<file path="config.mk">
export PLATFORM = sky130hd
export DESIGN_NAME = xldc_core
export DESIGN_NICKNAME = d
export VERILOG_FILES = /design/src/core/xldc_pkg.sv /design/src/core/xldc_core.sv
export SDC_FILE = /design/constraint.sdc
export NUM_CORES = 1
export LEC_CHECK = 0
export BUFFER_PORTS_ARGS = -buffer_cell sky130_fd_sc_hd__buf_2
export CAP_MARGIN = 20
export CORE_MARGIN = 2
export CORE_UTILIZATION = 45
export DETAILED_ROUTE_END_ITERATION = 10
export GPL_TIMING_DRIVEN = 0
export PLACE_DENSITY = 0.74
export REMOVE_ABC_BUFFERS = 1
export SYNTH_ARGS = -nofsm -noshare
export SYNTH_HDL_FRONTEND = slang
export SYNTH_SLANG_ARGS = --single-unit
</file>
<file path="constraint.sdc">
create_clock -name pclk -period 5.3 [get_ports pclk]
set_input_delay 0.53 -clock pclk [delete_from_list [all_inputs] [get_ports pclk]]
set_output_delay 0.53 -clock pclk [all_outputs]
set_load 0.05 [all_outputs]
</file>
<file path="src/core/xldc_pkg.sv">
package xldc_pkg;
   // ------------------------------------------------------------
   // lane geometry and rates
   // ------------------------------------------------------------
   localparam int LANES = 4;
   localparam int WORD_W = 10;
   localparam int BYTE_W = 8;
   localparam int BIT_RATIO = 10;
   localparam logic [3:0] TICK_LAST = 4'(BIT_RATIO - 1);
   localparam logic [3:0] BIT_LAST = 4'(WORD_W - 1);

   // ------------------------------------------------------------
   // register indices (byte address is four times the index)
   // ------------------------------------------------------------
   localparam logic [7:0] IDX_GLOBAL = 8'h10;
   localparam logic [7:0] IDX_LANE_A = 8'h11;
   localparam logic [7:0] IDX_LANE_D = 8'h14;
   localparam logic [7:0] IDX_STATUS = 8'h16;

   // global register fields
   localparam int GL_MODE_LSB = 0;
   localparam int GL_MODE_OVR = 3;
   localparam int GL_IND_MODE = 8;
   localparam int GL_FLAG_SEL_LSB = 9;
   localparam int GL_COMP_EN = 11;
   localparam int GLOBAL_W = 12;
   // lane register fields (bit 2 also exists in the global one)
   localparam int LN_ENC = 0;
   localparam int LN_DEC = 1;
   localparam int LN_SELFTEST = 2;
   localparam int LN_PRE_LSB = 4;
   localparam int LANE_W = 6;
   // status register fields
   localparam int ST_PASS_LSB = 0;
   localparam int ST_MODE_LSB = 4;

   localparam logic [GLOBAL_W-1:0] GLOBAL_RESET = 12'h800;
   localparam logic [LANE_W-1:0] LANE_RESET = 6'h03;
   localparam logic [1:0] FLAG_SEL_PASS = 2'h1;

   // ------------------------------------------------------------
   // characters
   // ------------------------------------------------------------
   localparam logic [7:0] IDLE_BYTE = 8'h07;
   localparam logic [7:0] CHAR_A = 8'h7c;
   localparam logic [7:0] CHAR_K = 8'hbc;
   localparam logic [7:0] CHAR_R = 8'h1c;
   localparam logic [6:0] PRBS_SEED = 7'h7f;
   localparam logic [2:0] PRBS_LOCK = 3'h7;

   // ------------------------------------------------------------
   // types
   // ------------------------------------------------------------
   typedef enum logic [1:0] {
      MODE_DUPLEX = 2'h0,
      MODE_RX_ONLY = 2'h1,
      MODE_REPEAT = 2'h3,
      MODE_TX_ONLY = 2'h2
   } xldc_mode_type;

   typedef enum logic [1:0] {
      PRE_30 = 2'h0,
      PRE_20 = 2'h1,
      PRE_10 = 2'h2,
      PRE_OFF = 2'h3
   } xldc_preemph_type;

   typedef struct packed {
      logic [LANES-1:0][WORD_W-1:0] enc_word;
      logic [LANES-1:0][WORD_W-1:0] raw_word;
   } xldc_tx_in_type;

   typedef struct packed {
      logic [LANES-1:0] data;
      logic [LANES-1:0] oe;
   } xldc_ser_out_type;

   typedef struct packed {
      logic [LANES-1:0][BYTE_W-1:0] data;
      logic [LANES-1:0] ctrl;
   } xldc_dec_in_type;

   typedef struct packed {
      logic [LANES-1:0][BYTE_W-1:0] data;
      logic [LANES-1:0] ctrl;
      logic [LANES-1:0] valid;
      logic oe;
   } xldc_rx_out_type;
endpackage : xldc_pkg

</file>
<file path="src/core/xldc_core.sv">
// Implementation choices: the address map and the APB interface to the registers.
`timescale 1ns/1ps
`default_nettype none

module xldc_core #(
   parameter int FIFO_DEPTH = 8,
   parameter int COMP_LO = 2,
   parameter int COMP_HI = 6
) (
   // apb slave
   input wire logic pclk,
   input wire logic presetn,
   input wire logic psel,
   input wire logic penable,
   input wire logic pwrite,
   input wire logic [11:0] paddr,
   input wire logic [31:0] pwdata,
   output logic [31:0] prdata,
   output logic pready,
   output logic pslverr,
   // configuration terminals
   input wire logic mode_select_lo,
   input wire logic mode_select_hi,
   input wire logic selftest_enable_pin,
   input wire logic sync_enable_input,
   // transmit
   input wire xldc_pkg::xldc_tx_in_type tx_in,
   output var xldc_pkg::xldc_ser_out_type serial_tx,
   output logic [xldc_pkg::LANES-1:0][1:0] lane_preemph,
   // receive
   input wire logic [xldc_pkg::LANES-1:0] serial_rx_pair,
   input wire logic [xldc_pkg::LANES-1:0] serial_rx_strobe,
   output logic [xldc_pkg::LANES-1:0][xldc_pkg::WORD_W-1:0] rx_code,
   output logic [xldc_pkg::LANES-1:0] rx_code_valid,
   input wire xldc_pkg::xldc_dec_in_type dec_in,
   output var xldc_pkg::xldc_rx_out_type rx_out,
   output logic lane_a_rx_clock,
   output logic [xldc_pkg::LANES-1:0] lane_multifunction_out,
   // power
   output logic tx_power_en,
   output logic rx_power_en
);
   import xldc_pkg::*;

   localparam int PW = $clog2(FIFO_DEPTH);
   localparam int CW = PW + 1;
   localparam logic [CW-1:0] LO_C = CW'(COMP_LO);
   localparam logic [CW-1:0] HI_C = CW'(COMP_HI);
   localparam logic [CW-1:0] FULL_C = CW'(FIFO_DEPTH);
   localparam logic [CW-1:0] TWO_C = CW'(2);
   localparam logic [PW-1:0] ONE_P = PW'(1);
   localparam logic [8:0] IDLE_ENT = {1'b1, IDLE_BYTE};

   if (FIFO_DEPTH < 4 || (FIFO_DEPTH & (FIFO_DEPTH - 1)) != 0 || COMP_LO < 1 ||
       COMP_HI <= COMP_LO || COMP_HI >= FIFO_DEPTH) begin : g_bad
      $error("xldc_core: FIFO_DEPTH must be a power of two with 1 <= LO < HI < DEPTH");
   end

   // ------------------------------------------------------------
   // helpers
   // ------------------------------------------------------------
   function automatic logic prbs_bit(input logic [6:0] h);
      return h[6] ^ h[5];
   endfunction : prbs_bit

   function automatic logic [16:0] prbs7_word(input logic [6:0] s);
      logic [6:0] st;
      logic [9:0] w;
      st = s;
      w = '0;
      for (int i = 0; i < WORD_W; i++) begin
         w[i] = prbs_bit(st);
         st = {st[5:0], w[i]};
      end
      return {st, w};
   endfunction : prbs7_word

   function automatic logic is_idle(input logic [8:0] e);
      return e[8] && (e[7:0] == CHAR_A || e[7:0] == CHAR_K || e[7:0] == CHAR_R);
   endfunction : is_idle

   function automatic logic [8:0] to_xgmii(input logic [8:0] e);
      return is_idle(e) ? IDLE_ENT : e;
   endfunction : to_xgmii

   function automatic logic [2:0] lane_hit(input logic [7:0] i);
      return {(i >= IDX_LANE_A && i <= IDX_LANE_D), 2'(i - IDX_LANE_A)};
   endfunction : lane_hit

   // ------------------------------------------------------------
   // apb register file
   // ------------------------------------------------------------
   logic [GLOBAL_W-1:0] glob_reg;
   logic [LANES-1:0][LANE_W-1:0] lane_reg;
   logic [LANES-1:0] pass_reg;
   xldc_mode_type eff_mode_reg;
   logic [7:0] idx;
   logic [2:0] lh;
   logic access, mapped, commit;
   logic [31:0] rd_data;

   assign idx = paddr[9:2];
   assign lh = lane_hit(idx);
   assign access = psel && penable;
   assign commit = access && pready;
   assign mapped = (paddr[1:0] == 2'h0) && (paddr[11:10] == 2'h0) &&
                   (idx == IDX_GLOBAL || lh[2] || idx == IDX_STATUS);

   always_comb begin
      rd_data = '0;
      if (idx == IDX_GLOBAL) begin
         rd_data[GLOBAL_W-1:0] = glob_reg;
      end else if (lh[2]) begin
         rd_data[LANE_W-1:0] = lane_reg[lh[1:0]];
      end else if (idx == IDX_STATUS) begin
         rd_data[ST_PASS_LSB +: LANES] = pass_reg;
         rd_data[ST_MODE_LSB +: 2] = eff_mode_reg;
      end
   end

   // one wait state: answer in the cycle after the first access cycle
   always_ff @(posedge pclk or negedge presetn) begin
      if (!presetn) begin
         pready <= 1'b0;
         pslverr <= 1'b0;
         prdata <= '0;
      end else begin
         pready <= access && !pready;
         pslverr <= access && !pready && !mapped;
         if (access && !pready) begin
            prdata <= (mapped && !pwrite) ? rd_data : 32'h0;
         end
      end
   end

   always_ff @(posedge pclk or negedge presetn) begin
      if (!presetn) begin
         glob_reg <= GLOBAL_RESET;
         lane_reg <= {LANES{LANE_RESET}};
      end else if (commit && pwrite && mapped) begin
         if (idx == IDX_GLOBAL) begin
            glob_reg <= pwdata[GLOBAL_W-1:0];
         end else if (lh[2]) begin
            lane_reg[lh[1:0]] <= pwdata[LANE_W-1:0];
         end
      end
   end

   // ------------------------------------------------------------
   // mode and power
   // ------------------------------------------------------------
   logic tx_act, rx_act, repeat_m, sync_mode, comp_en;
   logic [LANES-1:0] st_en;

   assign tx_act = (eff_mode_reg != MODE_RX_ONLY);
   assign rx_act = (eff_mode_reg != MODE_TX_ONLY);
   assign repeat_m = (eff_mode_reg == MODE_REPEAT);
   assign sync_mode = !glob_reg[GL_IND_MODE];
   assign comp_en = glob_reg[GL_COMP_EN];

   always_ff @(posedge pclk or negedge presetn) begin
      if (!presetn) begin
         eff_mode_reg <= MODE_DUPLEX;
         tx_power_en <= 1'b0;
         rx_power_en <= 1'b0;
      end else begin
         if (glob_reg[GL_MODE_OVR]) begin
            eff_mode_reg <= xldc_mode_type'(glob_reg[GL_MODE_LSB +: 2]);
         end else begin
            eff_mode_reg <= xldc_mode_type'({mode_select_hi, mode_select_lo});
         end
         tx_power_en <= tx_act;
         rx_power_en <= rx_act;
      end
   end

   always_comb begin
      for (int l = 0; l < LANES; l++) begin
         st_en[l] = selftest_enable_pin || glob_reg[LN_SELFTEST] ||
                    lane_reg[l][LN_SELFTEST];
      end
   end

   // ------------------------------------------------------------
   // transmit: word select and serializer
   // ------------------------------------------------------------
   logic [3:0] tick_cnt_reg;
   logic word_tick;
   logic [LANES-1:0][6:0] prbs_reg, prbs_nxt;
   logic [LANES-1:0][WORD_W-1:0] prbs_bits, tx_word, shreg;
   logic [LANES-1:0] rpt_bit_reg;

   assign word_tick = (tick_cnt_reg == TICK_LAST);

   always_ff @(posedge pclk or negedge presetn) begin
      if (!presetn) begin
         tick_cnt_reg <= 4'h0;
      end else begin
         tick_cnt_reg <= word_tick ? 4'h0 : tick_cnt_reg + 4'h1;
      end
   end

   always_comb begin
      for (int l = 0; l < LANES; l++) begin
         {prbs_nxt[l], prbs_bits[l]} = prbs7_word(prbs_reg[l]);
         if (st_en[l]) begin
            tx_word[l] = prbs_bits[l];
         end else if (!tx_act) begin
            tx_word[l] = '0;
         end else if (lane_reg[l][LN_ENC]) begin
            tx_word[l] = tx_in.enc_word[l];
         end else begin
            tx_word[l] = tx_in.raw_word[l];
         end
      end
   end

   always_ff @(posedge pclk or negedge presetn) begin
      if (!presetn) begin
         prbs_reg <= {LANES{PRBS_SEED}};
         shreg <= '0;
         serial_tx <= '0;
         lane_preemph <= '0;
      end else begin
         for (int l = 0; l < LANES; l++) begin
            if (word_tick && st_en[l]) begin
               prbs_reg[l] <= prbs_nxt[l];
            end
            if (word_tick) begin
               shreg[l] <= tx_word[l];
               serial_tx.data[l] <= repeat_m ? rpt_bit_reg[l] : tx_word[l][0];
            end else begin
               shreg[l] <= {1'b0, shreg[l][WORD_W-1:1]};
               serial_tx.data[l] <= repeat_m ? rpt_bit_reg[l] : shreg[l][1];
            end
            serial_tx.oe[l] <= tx_act;
            lane_preemph[l] <= lane_reg[l][LN_PRE_LSB +: 2];
         end
      end
   end

   // ------------------------------------------------------------
   // receive: deserializer, retiming, self-test checker
   // ------------------------------------------------------------
   logic [LANES-1:0] strobe_g, done_reg, chk_err;
   logic [LANES-1:0][3:0] bit_cnt_reg;
   logic [LANES-1:0][WORD_W-1:0] deser_reg;
   logic [LANES-1:0][6:0] hist_reg;
   logic [LANES-1:0][2:0] lock_reg;

   assign lane_a_rx_clock = done_reg[0];

   always_comb begin
      for (int l = 0; l < LANES; l++) begin
         strobe_g[l] = serial_rx_strobe[l] && rx_act;
         chk_err[l] = (lock_reg[l] == PRBS_LOCK) &&
                      (serial_rx_pair[l] != prbs_bit(hist_reg[l]));
      end
   end

   always_ff @(posedge pclk or negedge presetn) begin
      if (!presetn) begin
         bit_cnt_reg <= '0;
         deser_reg <= '0;
         done_reg <= '0;
         rx_code <= '0;
         rx_code_valid <= '0;
         rpt_bit_reg <= '0;
      end else begin
         for (int l = 0; l < LANES; l++) begin
            done_reg[l] <= strobe_g[l] && (bit_cnt_reg[l] == BIT_LAST);
            rx_code_valid[l] <= strobe_g[l] && (bit_cnt_reg[l] == BIT_LAST) &&
                                lane_reg[l][LN_DEC];
            if (strobe_g[l]) begin
               deser_reg[l] <= {serial_rx_pair[l], deser_reg[l][WORD_W-1:1]};
               bit_cnt_reg[l] <= (bit_cnt_reg[l] == BIT_LAST) ? 4'h0 : bit_cnt_reg[l] + 4'h1;
               rpt_bit_reg[l] <= serial_rx_pair[l];
               if (bit_cnt_reg[l] == BIT_LAST) begin
                  rx_code[l] <= {serial_rx_pair[l], deser_reg[l][WORD_W-1:1]};
               end
            end
         end
      end
   end

   always_ff @(posedge pclk or negedge presetn) begin
      if (!presetn) begin
         hist_reg <= '0;
         lock_reg <= '0;
         pass_reg <= '1;
         lane_multifunction_out <= '0;
      end else begin
         for (int l = 0; l < LANES; l++) begin
            if (!st_en[l]) begin
               lock_reg[l] <= 3'h0;
            end else if (strobe_g[l]) begin
               hist_reg[l] <= {hist_reg[l][5:0], serial_rx_pair[l]};
               if (lock_reg[l] != PRBS_LOCK) begin
                  lock_reg[l] <= lock_reg[l] + 3'h1;
               end
               if (sync_enable_input) begin
                  if (chk_err[l]) begin
                     pass_reg[l] <= 1'b0;
                  end
               end else begin
                  pass_reg[l] <= !chk_err[l];
               end
            end
            lane_multifunction_out[l] <= (glob_reg[GL_FLAG_SEL_LSB +: 2] == FLAG_SEL_PASS) &&
                                         pass_reg[l];
         end
      end
   end

   // ------------------------------------------------------------
   // lane FIFOs with clock tolerance compensation
   // ------------------------------------------------------------
   logic [LANES-1:0][FIFO_DEPTH-1:0][8:0] mem;
   logic [LANES-1:0][PW-1:0] wp_reg, rp_reg;
   logic [LANES-1:0][CW-1:0] cnt_reg;
   logic [LANES-1:0][8:0] head, head2;
   logic [LANES-1:0] wr_en, h_r, h_idle, nonempty, ge2, hi, lo;
   logic col_tick;
   logic [1:0] rd_amt;

   assign col_tick = done_reg[0] && sync_mode;

   always_comb begin
      for (int l = 0; l < LANES; l++) begin
         wr_en[l] = done_reg[l] && sync_mode && (cnt_reg[l] != FULL_C);
         head[l] = mem[l][rp_reg[l]];
         head2[l] = mem[l][rp_reg[l] + ONE_P];
         h_r[l] = (head[l] == {1'b1, CHAR_R});
         h_idle[l] = is_idle(head[l]);
         nonempty[l] = (cnt_reg[l] != '0);
         ge2[l] = (cnt_reg[l] >= TWO_C);
         hi[l] = (cnt_reg[l] > HI_C);
         lo[l] = (cnt_reg[l] < LO_C);
      end
   end

   always_comb begin
      rd_amt = 2'h0;
      if (col_tick && (&nonempty)) begin
         if (comp_en && (&h_r) && (&hi) && (&ge2)) begin
            rd_amt = 2'h2;
         end else if (comp_en && (&h_idle) && (|lo)) begin
            rd_amt = 2'h0;
         end else begin
            rd_amt = 2'h1;
         end
      end
   end

   always_ff @(posedge pclk) begin
      for (int l = 0; l < LANES; l++) begin
         if (wr_en[l]) begin
            mem[l][wp_reg[l]] <= {dec_in.ctrl[l], dec_in.data[l]};
         end
      end
   end

   always_ff @(posedge pclk or negedge presetn) begin
      if (!presetn) begin
         wp_reg <= '0;
         rp_reg <= '0;
         cnt_reg <= '0;
      end else if (!sync_mode) begin
         wp_reg <= '0;
         rp_reg <= '0;
         cnt_reg <= '0;
      end else begin
         for (int l = 0; l < LANES; l++) begin
            if (wr_en[l]) begin
               wp_reg[l] <= wp_reg[l] + ONE_P;
            end
            rp_reg[l] <= rp_reg[l] + PW'(rd_amt);
            cnt_reg[l] <= cnt_reg[l] + CW'(wr_en[l]) - CW'(rd_amt);
         end
      end
   end

   // ------------------------------------------------------------
   // parallel receive bus
   // ------------------------------------------------------------
   always_ff @(posedge pclk or negedge presetn) begin
      if (!presetn) begin
         rx_out <= '0;
      end else begin
         rx_out.oe <= rx_act;
         for (int l = 0; l < LANES; l++) begin
            if (!sync_mode) begin
               rx_out.valid[l] <= done_reg[l];
               if (done_reg[l]) begin
                  {rx_out.ctrl[l], rx_out.data[l]} <=
                     to_xgmii({dec_in.ctrl[l], dec_in.data[l]});
               end
            end else begin
               rx_out.valid[l] <= col_tick;
               if (col_tick) begin
                  if (rd_amt == 2'h2) begin
                     {rx_out.ctrl[l], rx_out.data[l]} <= to_xgmii(head2[l]);
                  end else if (rd_amt == 2'h1) begin
                     {rx_out.ctrl[l], rx_out.data[l]} <= to_xgmii(head[l]);
                  end else begin
                     {rx_out.ctrl[l], rx_out.data[l]} <= IDLE_ENT;
                  end
               end
            end
         end
      end
   end
endmodule : xldc_core

`default_nettype wire

</file>
# ---- Word-level counts from Yosys, hierarchy flattened
# Cells that the tools add are included.
dict set report word_totals {
  reg_bits 683
  out_inout_bits 142
  elab_cells 603
  in_bits 177
}
dict set report classes {
  eq_ne 85
  bitwise_logic 45
  n_reduce_logical 143
  magnitude_cmp 32
  muxes 158
  n_addsub 30
}
# op count
set op_table {}
lappend op_table {{$bwmux 72} 4}
lappend op_table {{$bmux 9 s3} 8}
lappend op_table {{$mux 9} 24}
lappend op_table {{$mux 10} 16}
lappend op_table {{$mux 8} 20}
lappend op_table {{$eq 8x5->1 const B} 14}
lappend op_table {{$demux 9 s3} 4}
lappend op_table {{$eq 8x7->1 const B} 12}
lappend op_table {{$eq 8x8->1 const B} 12}
lappend op_table {{$logic_and 1x1->1} 65}
lappend op_table {{$lt 3x4->1 const B} 12}
lappend op_table {{$mux 3} 16}
lappend op_table {{$mux 1} 45}
lappend op_table {{$xor 1x1->1} 44}
lappend op_table {{$add 3x1->3 const B} 12}
lappend op_table {{$eq 9x9->1 const B} 4}
lappend op_table {{$mux 12} 3}
lappend op_table {{$mux 6} 6}
lappend op_table {{$ne 2x1->1 const B} 17}
lappend op_table {{$reduce_and 2->1} 17}
lappend op_table {{$logic_or 1x1->1} 31}
lappend op_table {{$bwmux 24} 1}
lappend op_table {{$add 4x1->4 const B} 5}
lappend op_table {{$eq 4x4->1 const B} 5}
lappend op_table {{other kinds (32)} 96}

# ---- Depth between registers and ports, before layout
dict set report depth {
  ltp_word 17
  depth_mapped 16
  mapped_depth_nobuf 16
}

# ---- Worst setup path after synthesis
# No wires, ideal clock.
dict set report synth_timing {
  path_kind {flip-flop to flip-flop}
  from {reg rp_reg[9] in the netlist's numbering}
  to {reg cnt_reg[5] in the netlist's numbering}
  setup_time_ns 0.132
  slack_ns 1.668
  required_ns 5.168
  t_arrival_ns 3.500
  synth_period_minus_slack_ns 3.632
  stages_incl_launch_ff 14
  n_path_buf 1
  cell_sequence {dfrtp_1 buf_2 mux2_2 or3_1 nand4_1 mux2_2 nor3b_1 a41o_1 a21oi_1 ha_1 inv_1 ha_1 fa_1 nor2b_1}
}
dict set report synth_between {
  elab_chain_len 14
  elab_cells_between_ends 21
  classes_between {add/sub: 1; eq/ne: 4; mux: 6; reduce/logical: 10}
}
# element line
set synth_lines {}
lappend synth_lines {{start: declaration} xldc_core.sv:319} ;# logic [LANES-1:0][PW-1:0] wp_reg, rp_reg;
lappend synth_lines {{start signal: indexed assignment} xldc_core.sv:377} ;# rp_reg[l] <= rp_reg[l] + PW'(rd_amt);
lappend synth_lines {{$bmux 9 s3 *} xldc_core.sv:331} ;# head[l] = mem[l][rp_reg[l]];
lappend synth_lines {{$mux 9 (not written as such) *} xldc_core.sv:331}
lappend synth_lines {{$eq 8x7->1 or $eq 8x8->1 (tied branches)} xldc_core.sv:79} ;# return e[8] && (e[7:0] == CHAR_A || e[7:0] == CHAR_K || e[7:0] == CHAR_R);
lappend synth_lines {{$logic_or 1x1->1 (2 in series)} xldc_core.sv:79}
lappend synth_lines {{$logic_and 1x1->1} xldc_core.sv:79}
lappend synth_lines {{$reduce_and 4->1} xldc_core.sv:347} ;# end else if (comp_en && (&h_idle) && (|lo)) begin
lappend synth_lines {{$logic_and 1x1->1 (2 in series)} xldc_core.sv:347}
lappend synth_lines {{$mux 1} xldc_core.sv:347}
lappend synth_lines {{$mux 2 *} xldc_core.sv:345} ;# if (comp_en && (&h_r) && (&hi) && (&ge2)) begin
lappend synth_lines {{$mux 2 *} xldc_core.sv:344} ;# if (col_tick && (&nonempty)) begin
lappend synth_lines {{$sub 4x2->4 *} xldc_core.sv:378} ;# cnt_reg[l] <= cnt_reg[l] + CW'(wr_en[l]) - CW'(rd_amt);
lappend synth_lines {{$mux 16 *} xldc_core.sv:368} ;# end else if (!sync_mode) begin
lappend synth_lines {{end signal: indexed assignment} xldc_core.sv:378}
lappend synth_lines {{end: declaration} xldc_core.sv:320} ;# logic [LANES-1:0][CW-1:0] cnt_reg;
# Mark *: on every way between the ends. The rest lies on a longest branch, timed or not. The select of a mux whose other input is x is not followed.
# A chain may end at the register's enable or synchronous reset.

# ---- Worst setup path in the final report
dict set report layout_timing {
  from {reg done_reg[0]}
  to {reg cnt_reg[7] in the netlist's numbering}
}
dict set report layout_between {
  elab_chain_len 5
}
# element line
set layout_lines {}
lappend layout_lines {{start: declaration} xldc_core.sv:245} ;# logic [LANES-1:0] strobe_g, done_reg, chk_err;
lappend layout_lines {{start signal: indexed assignment} xldc_core.sv:271} ;# done_reg[l] <= strobe_g[l] && (bit_cnt_reg[l] == BIT_LAST);
lappend layout_lines {{$logic_and 1x1->1} xldc_core.sv:326} ;# assign col_tick = done_reg[0] && sync_mode;
lappend layout_lines {{$logic_and 1x1->1} xldc_core.sv:344}
lappend layout_lines {{$mux 2} xldc_core.sv:344}
lappend layout_lines {{$sub 4x2->4} xldc_core.sv:378}
lappend layout_lines {{$mux 16} xldc_core.sv:368}
# Every way passes these cells.

==> summary.md <==
| Metric | Value |
|---|---|
| H-tree depth | 3 |
| Synth Instances | 2301 |
| CP arrival | ~5400 ps |
| Sequential area share after synthesis | 0.5717 |
| Total GRT Usage | 0.2128 |
| M3 GR Usage | 0.03958 |
| Post-route cell area | ~0.036 mm^2 |
| Top Ports | around 320 |
| Final Hold Fails | 0 |
| WP data required | ~5800 ps |
| Avg Inst Size Synth | ~13 um^2 |
| Dominant synthesized flop cell | dfrtp_1 |
| Area delta synth->final | 15.61% |
| Gr busiest metal | met2 |
| WL/cell | about 22 um |
| Max reg flops | approximately 290 |
| CP Launch Type | flop |
| Largest net degree at the start of global routing | 131 |
| #FFs+latches synth | 650 |
| Final setup margin | slightly below 400 ps |
| Row count | 96 |
| Worst vdd ir | about 0.27 mV |
| Hold Path Class | input pin to flop |
| Status | complete, no violations |
| Minimum clock period | between 4000 and 5000 ps |
| Worst slew pin tran | between 1000 and 1500 ps |
| Library cells used by synthesis | 80 |
| TritonCTS buffer count | 71 |
| Die width | roughly 270 um |
| Yosys top cell area share | 0.2784 |
| Share of layout cells above drive strength 1 | 0.2924 |
| Fin Setup TNS | 0 ps |
| RSZ-0062 raised after global routing | no |
| Pre-CTS setup slack | 420.3 ps |
| Routed vias/inst | approximately 5.7 |
| Gr ovfl total | 0 |
| ANT nets after route | 0 |
| Initial DRC count | 1680 |
| Max-Cap Viols | 0 |
| Core area | 0.06847 mm^2 |
| CP Class | flop to flop |
| RR Startpoint | done_reg[0] |
| Placed inst area | 0.03338 mm^2 |
| CP Capture Type | flop |
| Largest cells by area after synthesis | edfxtp_1, dfrtp_1, mux4_2 |
| Layout net count | around 2800 |
| Fillcell total | 5622 |
| Placer congestion estimate | 0.9074 |
| Finished Core Util | 0.5245 |
| Number of remaining DRC errors | 0 |
| I/O Buffers | 278 |
| Clk_lat worst skew | a little over 600 ps |
| Sink Count | 650 |
| Crit path max fanout | 12 |
| Global-route track usage on met1 | 0.2560 |
| Synth Warn # | 0 |
| Detailed Route WL | 75.66 mm |
| Die Area | a little over 0.07 mm^2 |
| Crit path from | done_reg[0] |
| CTS tree | done |
| Most numerous cell in the Yosys netlist | dfrtp_1 |
| Slew Limit Fails | 0 |
| Initial antenna violation count | 4 |
| Number of synthesized flops with an enable pin | 288 |
| M2 GR Usage | 0.3761 |
| Initial core utilization | 0.4537 |
| DRT Pass-1 Iters | 8 |
| Pwr dens | around 490 mW/mm^2 |
| Fin crit share | 0.9251 |
| CTS Buffer Depth | 3 |
| Synth Cell Area | roughly 0.031 mm^2 |
| Via Count | 20160 |
| Post-detail-place hpwl | around 53 mm |
| Pleak | 14.63 nW |
| Worst Clk Skew | 37.71 ps |
| Vias in the first global route | around 21000 |
| HP Start | pwdata[6] |
| Worst hold slack | around 150 ps |
| Async set-or-reset flop fraction in the synthesized netlist | 0.5569 |
| Area leader, netlist | edfxtp_1 |
| Max_slew headroom | 0.1803 |
| Final setup viols | 0 |
| Die H | around 270 um |
| Peak Freq | 204.0 MHz |
| CTS root buf | clkbuf_16 |
| Post-synth top cells | dfrtp_1, edfxtp_1, nand2_1 |
| Clock Pin Slew Worst Setup and Hold Paths | roughly 60 ps |
| First-pass GRT wire length | ~120 mm |
[layout make-up]
class	count	area, um^2	area share
well taps	882	1104	0.03073
inverters	45	168.9	0.004704
multi-input cells	1493	12580	0.3504
repair buffers	312	1888	0.05258
diodes	2	5.005	0.0001394
clock inverters	38	395.4	0.01101
flip-flops and latches	650	17760	0.4947
clock buffers	92	2001	0.05571
[critical path: stages (launching register included)]
cell,delay [ps]
dfrtp_1,790
inv_1,430
nor2_1,410
buf_6,210
nand3_1,590
a21oi_1,1120
ha_1,290
inv_1,70
ha_1,270
a21o_1,180
a21oi_1,180
xnor2_1,140
nor2_1,60
[where the power goes]
part	switching [mW]	internal, mW	leakage, nW
logic	3.32	2.48	6.35
registers	0.786	6.11	7.13
clock network	2.05	3.02	1.15
total	6.16	11.6	14.6
[layout by cell type, fill, tap and decap left out, types with 22 or more instances in the layout]
cell       count
mux2_2       140
nor3_1        31
inv_1         41
nor2_1       126
nor2b_1       33
edfxtp_1     288
nor3b_1       27
dfrtp_1      316
a21o_1        35
mux2i_1      105
mux4_2       123
ha_1          60
a21oi_1       72
o21ai_0      104
xnor2_1       72
xor2_1        22
clkbuf_16     75
buf_2        279
nand4_1       24
nand2_1      255
dfstp_2       41
[logic make-up (layout without fill, tap and decap cells)]
group / after synthesis / count (layout) / share of synthesized area
AOI/OAI and AO/OA: 308 / 308 / 0.06244
xor gates and xnor gates: 96 / 96 / 0.02731
adders and majority gates: 69 / 69 / 0.02973
buffers and inverters: 177 / 487 / 0.02711
DFF: 650 / 650 / 0.5717
muxes: 383 / 383 / 0.1860
other: 1 / 22 / 0.0001207
and+or+nand+nor: 617 / 617 / 0.09559
[metal layers]
metal / up-vias / routed length, um / share of wire
met3: 165 / 4818 / 0.064
met4: 4 / 2427 / 0.032
met5: - / 29 / 0.00038
met1: 10190 / 29210 / 0.39
li1: 9046 / - / -
met2: 753 / 39170 / 0.52
[per-stage QoR]
step	power, mW	instances
after global placement	12.39	3348
final	17.77	3514
after CTS	17.88	3502
after floorplan	11.12	2188
after global routing	18.66	3512
after detailed placement	12.76	3371
[worst paths after layout]
kind,depth (start not counted),slack [ps],end
min in group asynchronous,2,300,shreg[14]
setup / recovery,12,400,cnt_reg[7]
setup reg to reg,12,400,cnt_reg[7]
hold / removal,2,150,glob_reg[6]
max in group asynchronous,4,3620,deser_reg[31]
hold reg to reg,0,400,lane_preemph[2]
[repair_timing]
| action | in CTS | in global routing |
|---|---|---|
| gates resized for setup | 0 | 0 |
| buffers inserted | 0 | 0 |
| hold buffers | 1 | 0 |
| hold endpoints to repair | 2 | 0 |
No activity file was read; power rests on OpenSTA's default activity.
